`config.mk`:
```
export PLATFORM = sky130hd
export DESIGN_NAME = converter_config
export DESIGN_NICKNAME = d
export VERILOG_FILES = /design/src/design/converter_config.v /design/src/design/frame_shifter.v
export VERILOG_INCLUDE_DIRS = /design/src /design/src/design
export SDC_FILE = /design/constraint.sdc
export NUM_CORES = 1
export LEC_CHECK = 0
export BUFFER_PORTS_ARGS = -buffer_cell sky130_fd_sc_hd__buf_2
export CAP_MARGIN = 20
export CORE_ASPECT_RATIO = 0.5
export CORE_MARGIN = 8
export CORE_UTILIZATION = 25
export DETAILED_ROUTE_END_ITERATION = 16
export GPL_TIMING_DRIVEN = 0
export HOLD_SLACK_MARGIN = 0.06
export PLACE_DENSITY = 0.47
export SLEW_MARGIN = 20
export SYNTH_ARGS = -nofsm -noshare
export SYNTH_HDL_FRONTEND = slang
export SYNTH_SLANG_ARGS = --single-unit
```
`constraint.sdc`:
```
create_clock -name mclk -period 2.09 [get_ports mclk]
set_input_delay 0.3135 -clock mclk [delete_from_list [all_inputs] [get_ports mclk]]
set_output_delay 0.3135 -clock mclk [all_outputs]
set_load 0.02 [all_outputs]
```
`src/design/cfg_consts.vh`:
```
`ifndef CFG_CONSTS_VH
`define CFG_CONSTS_VH
`define CFG_WIDTH 14
`define FRAME_BITS 16
`define FRAME_CNT_W 5
`define CFG_RESET 14'h0000
`define POS_RESET 4'h1
`define NEG_RESET 4'h2
`define GROUND_CODE 4'h0
`define ADDR_NONE 2'h0
`define ADDR_TEST 2'h1
`define ADDR_CALREG 2'h2
`define ADDR_CONFIG 2'h3
`define BIT_PAIRING 13
`define BIT_CHAN_HI 12
`define BIT_CHAN_LO 10
`define BIT_POWER_HI 9
`define BIT_POWER_LO 8
`define BIT_READ_HI 7
`define BIT_READ_LO 6
`define BIT_IFMODE 5
`define BIT_CONV 4
`define BIT_CALKIND 3
`define BIT_CALSEL_HI 2
`define BIT_CALSEL_LO 1
`define BIT_CALGO 0
`define READ_RESULT 2'h0
`define READ_TEST 2'h1
`define READ_CALREG 2'h2
`define READ_STATUS 2'h3
`define CAL_FULL 2'h0
`define CAL_GAIN_OFFSET 2'h1
`define CAL_OFFSET 2'h2
`define CAL_GAIN 2'h3
`define STEP_NONE 3'h0
`define STEP_DAC 3'h1
`define STEP_GAIN 3'h2
`define STEP_OFFSET 3'h4
`endif

```
`src/design/converter_config.v`:
```
`timescale 1ns/1ns
`include "cfg_consts.vh"
module converter_config (
  input wire mclk,
  input wire srst,
  input wire frame_sel_n,
  input wire serial_clk,
  input wire serial_din,
  input wire read_cycle_done,
  input wire conversion_done,
  input wire calibration_done,
  input wire sleep_n,
  output reg [`CFG_WIDTH-1:0] config_word_ff,
  output reg input_pairing_bit_ff,
  output reg [2:0] chan_code_ff,
  output reg [3:0] positive_sample_input_ff,
  output reg [3:0] negative_sample_input_ff,
  output reg negative_is_analog_ground_ff,
  output reg [1:0] power_field_ff,
  output reg power_down_req_ff,
  output reg [1:0] read_target_ff,
  output reg two_wire_mode_ff,
  output reg soft_conversion_trigger_ff,
  output reg conversion_start_ff,
  output reg calibration_kind_bit_ff,
  output reg [1:0] calibration_select_ff,
  output reg calibration_go_bit_ff,
  output reg calibration_start_ff,
  output reg [2:0] calibration_steps_ff,
  output reg [1:0] coeff_address_ff,
  output reg test_write_ff,
  output reg calreg_write_ff,
  output reg [`CFG_WIDTH-1:0] frame_data_ff
);
  ////////////////////////////////////////////////////////////////////////////
  // pin synchronisers: first stage feeds only the second
  reg [2:0] sync1_ff;
  reg [2:0] sync2_ff;
  reg sclk_prev_ff;
  // the sleep pin is asynchronous too and passes two stages of its own
  reg sleep_meta_ff;
  reg sleep_sync_ff;
  wire frame_active = ~sync2_ff[0];
  wire bit_strobe = sync2_ff[1] & ~sclk_prev_ff;

  always @(posedge mclk) begin
    if (srst) begin
      sync1_ff <= 3'h1;
      sync2_ff <= 3'h1;
      sclk_prev_ff <= 1'b0;
      sleep_meta_ff <= 1'b1;
      sleep_sync_ff <= 1'b1;
    end else begin
      sync1_ff <= {serial_din, serial_clk, frame_sel_n};
      sync2_ff <= sync1_ff;
      sclk_prev_ff <= sync2_ff[1];
      sleep_meta_ff <= sleep_n;
      sleep_sync_ff <= sleep_meta_ff;
    end
  end

  wire frame_done;
  wire [`FRAME_BITS-1:0] frame_word;

  frame_shifter #(
    .FRAME_BITS(`FRAME_BITS)
  ) u_shift (
    .mclk(mclk),
    .srst(srst),
    .frame_active(frame_active),
    .bit_strobe(bit_strobe),
    .bit_value(sync2_ff[2]),
    .frame_done_ff(frame_done),
    .frame_word_ff(frame_word)
  );

  ////////////////////////////////////////////////////////////////////////////
  // decode helpers
  function [3:0] pos_input;
    input [2:0] code;
    begin
      // inputs numbered 1..8; upper code half swaps the pair
      pos_input = {1'b0, code[1:0], 1'b0} + (code[2] ? 4'h2 : 4'h1);
    end
  endfunction

  function [3:0] neg_input;
    input [2:0] code;
    begin
      neg_input = {1'b0, code[1:0], 1'b0} + (code[2] ? 4'h1 : 4'h2);
    end
  endfunction

  function [2:0] cal_steps;
    input [1:0] sel;
    begin
      case (sel)
        `CAL_FULL: cal_steps = `STEP_DAC | `STEP_GAIN | `STEP_OFFSET;
        `CAL_GAIN_OFFSET: cal_steps = `STEP_GAIN | `STEP_OFFSET;
        `CAL_OFFSET: cal_steps = `STEP_OFFSET;
        `CAL_GAIN: cal_steps = `STEP_GAIN;
        default: cal_steps = `STEP_NONE;
      endcase
    end
  endfunction

  ////////////////////////////////////////////////////////////////////////////
  // configuration word
  wire [1:0] frame_addr = frame_word[`FRAME_BITS-1:`FRAME_BITS-2];
  wire [`CFG_WIDTH-1:0] frame_data = frame_word[`CFG_WIDTH-1:0];
  wire cfg_write = frame_done && (frame_addr == `ADDR_CONFIG);
  reg [`CFG_WIDTH-1:0] nxt_config_word;

  always @* begin
    nxt_config_word = config_word_ff;
    // hardware clears act first so a write in the same cycle wins
    if (read_cycle_done) begin
      nxt_config_word[`BIT_IFMODE] = 1'b0;
    end
    if (conversion_done) begin
      nxt_config_word[`BIT_CONV] = 1'b0;
    end
    if (calibration_done) begin
      nxt_config_word[`BIT_CALGO] = 1'b0;
    end
    // address 00, test and calibration frames never touch the word
    if (cfg_write) begin
      nxt_config_word = frame_data;
    end
  end

  ////////////////////////////////////////////////////////////////////////////
  // registered decode of the word
  wire [2:0] chan = nxt_config_word[`BIT_CHAN_HI:`BIT_CHAN_LO];
  wire single_ended = nxt_config_word[`BIT_PAIRING];
  wire cal_go = nxt_config_word[`BIT_CALGO];
  wire [1:0] cal_sel = nxt_config_word[`BIT_CALSEL_HI:`BIT_CALSEL_LO];
  wire [1:0] power_field = nxt_config_word[`BIT_POWER_HI:`BIT_POWER_LO];

  always @(posedge mclk) begin
    if (srst) begin
      config_word_ff <= `CFG_RESET;
      input_pairing_bit_ff <= 1'b0;
      chan_code_ff <= 3'h0;
      // all-zero code: input 1 positive, input 2 negative
      positive_sample_input_ff <= `POS_RESET;
      negative_sample_input_ff <= `NEG_RESET;
      negative_is_analog_ground_ff <= 1'b0;
      power_field_ff <= 2'h0;
      power_down_req_ff <= 1'b0;
      read_target_ff <= `READ_RESULT;
      two_wire_mode_ff <= 1'b0;
      soft_conversion_trigger_ff <= 1'b0;
      conversion_start_ff <= 1'b0;
      calibration_kind_bit_ff <= 1'b0;
      calibration_select_ff <= 2'h0;
      calibration_go_bit_ff <= 1'b0;
      calibration_start_ff <= 1'b0;
      calibration_steps_ff <= `STEP_NONE;
      coeff_address_ff <= 2'h0;
      test_write_ff <= 1'b0;
      calreg_write_ff <= 1'b0;
      frame_data_ff <= 14'h0000;
    end else begin
      config_word_ff <= nxt_config_word;
      input_pairing_bit_ff <= single_ended;
      chan_code_ff <= chan;
      positive_sample_input_ff <= pos_input(chan);
      // single-ended: negative side is analog ground, coded as 0
      negative_sample_input_ff <= single_ended ? `GROUND_CODE : neg_input(chan);
      negative_is_analog_ground_ff <= single_ended;
      power_field_ff <= power_field;
      // any nonzero field or a low sleep pin asks for some power-down mode
      power_down_req_ff <= (power_field != 2'h0) | ~sleep_sync_ff;
      read_target_ff <= nxt_config_word[`BIT_READ_HI:`BIT_READ_LO];
      two_wire_mode_ff <= nxt_config_word[`BIT_IFMODE];
      soft_conversion_trigger_ff <= nxt_config_word[`BIT_CONV];
      conversion_start_ff <= cfg_write & frame_data[`BIT_CONV];
      calibration_kind_bit_ff <= nxt_config_word[`BIT_CALKIND];
      calibration_select_ff <= cal_sel;
      calibration_go_bit_ff <= cal_go;
      calibration_start_ff <= cfg_write & frame_data[`BIT_CALGO];
      // same step order for both kinds; the kind bit picks internal or system
      calibration_steps_ff <= cal_go ? cal_steps(cal_sel) : `STEP_NONE;
      coeff_address_ff <= cal_go ? coeff_address_ff : cal_sel;
      test_write_ff <= frame_done && (frame_addr == `ADDR_TEST);
      calreg_write_ff <= frame_done && (frame_addr == `ADDR_CALREG);
      frame_data_ff <= frame_data;
    end
  end
endmodule // converter_config

```
`src/design/frame_shifter.v`:
```
`timescale 1ns/1ns
`include "cfg_consts.vh"
// collects one 16-bit write frame from synchronised serial pins, msb first
module frame_shifter #(
  parameter FRAME_BITS = `FRAME_BITS
) (
  input wire mclk,
  input wire srst,
  input wire frame_active,
  input wire bit_strobe,
  input wire bit_value,
  output reg frame_done_ff,
  output reg [FRAME_BITS-1:0] frame_word_ff
);
  reg [`FRAME_CNT_W-1:0] count_ff;
  reg [FRAME_BITS-1:0] shift_ff;
  wire [FRAME_BITS-1:0] nxt_shift = {shift_ff[FRAME_BITS-2:0], bit_value};

  always @(posedge mclk) begin
    if (srst) begin
      count_ff <= 5'h00;
      shift_ff <= {FRAME_BITS{1'b0}};
      frame_done_ff <= 1'b0;
      frame_word_ff <= {FRAME_BITS{1'b0}};
    end else begin
      frame_done_ff <= 1'b0;
      if (!frame_active) begin
        // a short frame is dropped whole
        count_ff <= 5'h00;
      end else if (bit_strobe) begin
        shift_ff <= nxt_shift;
        if (count_ff == FRAME_BITS - 1) begin
          // latch only once all bits are in
          frame_word_ff <= nxt_shift;
          frame_done_ff <= 1'b1;
          count_ff <= 5'h00;
        end else begin
          count_ff <= count_ff + 5'h01;
        end
      end
    end
  end
endmodule // frame_shifter

```
==> impl_metrics.env <==
export IMPL_grt_overflow=0
export IMPL_min_period_over_period=0.904
export IMPL_drtIter0Drc=118
export IMPL_p_leak_nw=1.78
export IMPL_synthAdderAreaFrac=0.0187
export IMPL_vdd_drop_max_v=0.000382
export IMPL_grt_pass1_wl_mm=13.8
export IMPL_syn_num_nets=365
export IMPL_clk_pin_slew_ns=0.06
export IMPL_cts_buffer_depth=2
export IMPL_root_buffer="clkbuf_16"
export IMPL_final_util=0.318
export IMPL_yosysTopAreaCell="dfxtp_1"
export IMPL_synthCells=351
export IMPL_synthSimpleGateAreaFrac=0.199
export IMPL_numCtsBuffers=9
export IMPL_wl_per_cell_microns=13.4
export IMPL_die_area_sq_um=17600
export IMPL_setup_worst_path_end_class="flip-flop"
export IMPL_gp_congestion=0.756
export IMPL_worstPathArrival_ns=2.11
export IMPL_timing_fmax_mhz=529
export IMPL_synth_mux_area_frac=0.0306
export IMPL_crit_type="flip-flop to flip-flop"
export IMPL_grt_max_degree=15
export IMPL_initial_core_util=0.251
export IMPL_ys_ff_latch=92
export IMPL_vias=2573
export IMPL_wl_mm=8.21
export IMPL_finClkSkew_ns=0.00522
export IMPL_ys_types=37
export IMPL_power_density_nw_per_um2=821
export IMPL_io_pins=70
export IMPL_path_buf_inv=2
export IMPL_async_reset_ff_frac=0
export IMPL_setup_violations=0
export IMPL_synth_edf_count=0
export IMPL_area_growth_pct=26.6
export IMPL_portBuffers=69
export IMPL_core_sq_um=13300
export IMPL_postCtsHoldBufs=0
export IMPL_yosysTopAreaCellShare=0.550
export IMPL_worstSetupStartpointType="flip-flop"
export IMPL_die_w_microns=180
export IMPL_tritoncts="built"
export IMPL_drive_gt1_frac=0.268
export IMPL_min_period_ns=1.89
export IMPL_path_common_cell="ha_1"
export IMPL_rsz0062_at_grt="no"
export IMPL_path_cells="nand3_2 -> clkbuf_4 -> mux2i_4 -> inv_1 -> ha_1 -> ha_1 -> nor2b_1"
export IMPL_nNetsFinal=445
export IMPL_synth_top_family_by_area="simple AND/OR/NAND/NOR gates"
export IMPL_rows=30
export IMPL_yosysWarnings=0
export IMPL_place_hpwl_mm=6.05
export IMPL_worst_pin_slew_ns=0.680
export IMPL_relSlewSlack=0.546
export IMPL_hp_class="input port to flip-flop"
export IMPL_hold_slack_ns=0.149
export IMPL_first_pass_iters=4
export IMPL_synth_xor_area_frac=0.00261
export IMPL_seqCellArea_sq_um=1840
export IMPL_die_h_microns=97.8
export IMPL_synth_compound_area_frac=0.114
export IMPL_maxSlewViolCount=0
export IMPL_cp_max_fo=10
export IMPL_htreeDepth=3
export IMPL_cp_slowest_stage_delay_ns=0.44
export IMPL_crit_family="adder cells"
export IMPL_via_per_inst=4.20
export IMPL_timing_hold_violations_final=0
export IMPL_ys_flop_type="dfxtp_1"
export IMPL_synthTopCellsByArea="dfxtp_1 (55%), nand2_1 (5.6%), nor2b_1 (4.9%)"
export IMPL_grt_antenna_before_repair=0
export IMPL_setup_tns_ns=0
export IMPL_ys_seq_area_frac=0.550
export IMPL_synth_area_sq_um=3350
export IMPL_drv_cap=0
export IMPL_drc_errors=0
export IMPL_required_ns=2.31
export IMPL_antenna_left=0
export IMPL_postCtsSetupBuffers=0
export IMPL_status="finished clean"
export IMPL_grt_pass1_vias=2587
export IMPL_multi_input_area_sq_um=1240
export IMPL_avgSynthCellArea_sq_um=9.54
export IMPL_cts_sinks=92
export IMPL_grt_util_all_layers=0.0975
export IMPL_cp_slowest_cell="dfxtp_1"
export IMPL_n_antenna_cell=0
export IMPL_fillers=1411
export IMPL_clk_latency_ns=0.34
[cell families (layout without fill, tap and decap cells)]
| kind of cell | count (synthesis) | after routing |
|---|---|---|
| simple gates | 127 | 127 |
| flops | 92 | 92 |
| compound gates | 62 | 62 |
| buf+inv | 54 | 139 |
| mux | 10 | 10 |
| fa+ha+maj | 5 | 5 |
| xor+xnor | 1 | 1 |
[per-layer routing]
layer,routed length [microns],global-route usage,part of all wire
met3,432,0.0319,0.053
met4,125,0.0401,0.015
met5,0,0,0
met2,3320,0.143,0.40
met1,4320,0.130,0.53
[synthesized netlist by cell type, types with 2 or more instances]
cell and number:
buf_2 2, nor2_1 9, mux2_2 2, nand2_1 50
a211oi_1 4, o41ai_1 13, nand3_1 4, inv_1 17
mux2i_1 8, buf_4 15, ha_1 5, a21oi_1 26
clkbuf_1 17, nand2b_1 9, or3_1 2, dfxtp_1 92
o22ai_1 2, buf_6 3, and3b_1 2, nor2b_1 26
and2_1 2, o21ai_0 13, nand3b_1 5, nor3b_1 4
or2_2 7
[worst paths after layout]
kind	startpoint	to	slack, ns	depth (start not counted)
max	u_shift.frame_word_ff[15]	positive_sample_input_ff[2]	0.20	7
min	sleep_n	sleep_meta_ff	0.15	2
max reg2reg	u_shift.frame_word_ff[15]	positive_sample_input_ff[2]	0.20	7
min reg2reg	sleep_meta_ff	sleep_sync_ff	0.41	1
[cells in the final DEF (no fill, tap or decap), drive strengths merged, types with 2 or more instances in the layout]
cell type and instances:
dfxtp 92, buf 88, nand2 50, clkbuf 30
a21oi 26, nor2b 26, inv 17, o21ai 13
o41ai 13, nand2b 9, nor2 9, mux2i 8
or2 7, nand3b 5, ha 5, nor3b 4
a211oi 4, nand3 4, mux2 2, or3 2
and3b 2, o22ai 2, and2 2, clkinv 2
or3b 2
[layout make-up]
class                   count  area share
plain buffers              37      0.0528
multi-input cells         205       0.293
inverters                  17      0.0150
well taps                 176      0.0519
clock inverters             4      0.0112
clock buffers              12      0.0605
flip-flops and latches     92       0.434
repair buffers             69      0.0814
[worst register-to-register path: stages (launching register included)]
cell	delay (ns)
dfxtp_1	0.44
nand3_2	0.19
clkbuf_4	0.27
mux2i_4	0.22
inv_1	0.06
ha_1	0.19
ha_1	0.26
nor2b_1	0.13
[stage by stage]
step           cells  power [mW]  instance area (sq um)  setup slack [ns]
2_1_floorplan    351        1.84                   3350             0.415
3_3_place_gp     596        1.87                   3920            0.0189
3_5_place_dp     596        1.87                   3920          -0.00280
4_1_cts          612        3.54                   4220            0.0163
5_1_grt          612        3.61                   4240            0.0323
6_report         612        3.48                   4240             0.200
[flip-flops by register name (all words and copies together), names as in the netlist]
name / count
test_write_ff: 1
coeff_address_ff: 2
u_shift.shift_ff: 15
sclk_prev_ff: 1
sleep_sync_ff: 1
calibration_start_ff: 1
u_shift.count_ff: 5
frame_data_ff: 14
calibration_steps_ff: 3
negative_sample_input_ff: 4
sleep_meta_ff: 1
u_shift.frame_word_ff: 16
u_shift.frame_done_ff: 1
positive_sample_input_ff: 4
calreg_write_ff: 1
sync2_ff: 3
conversion_start_ff: 1
sync1_ff: 3
config_word_ff: 14
power_down_req_ff: 1
[repair_timing]
item / 4_1_cts / 5_1_grt
endpoints found under the hold margin: 0 / 0
endpoints found under the setup margin: 1 / 5
gates cloned: 0 / 0
resized for setup: 1 / 5
[power breakdown]
group | switching, mW | leakage (nW) | internal (mW)
registers | 0.00335 | 0.743 | 1.76
clock network | 0.669 | 0.149 | 0.988
logic | 0.0406 | 0.887 | 0.0207
total | 0.713 | 1.78 | 2.77
(Power assumes the default switching activity.)
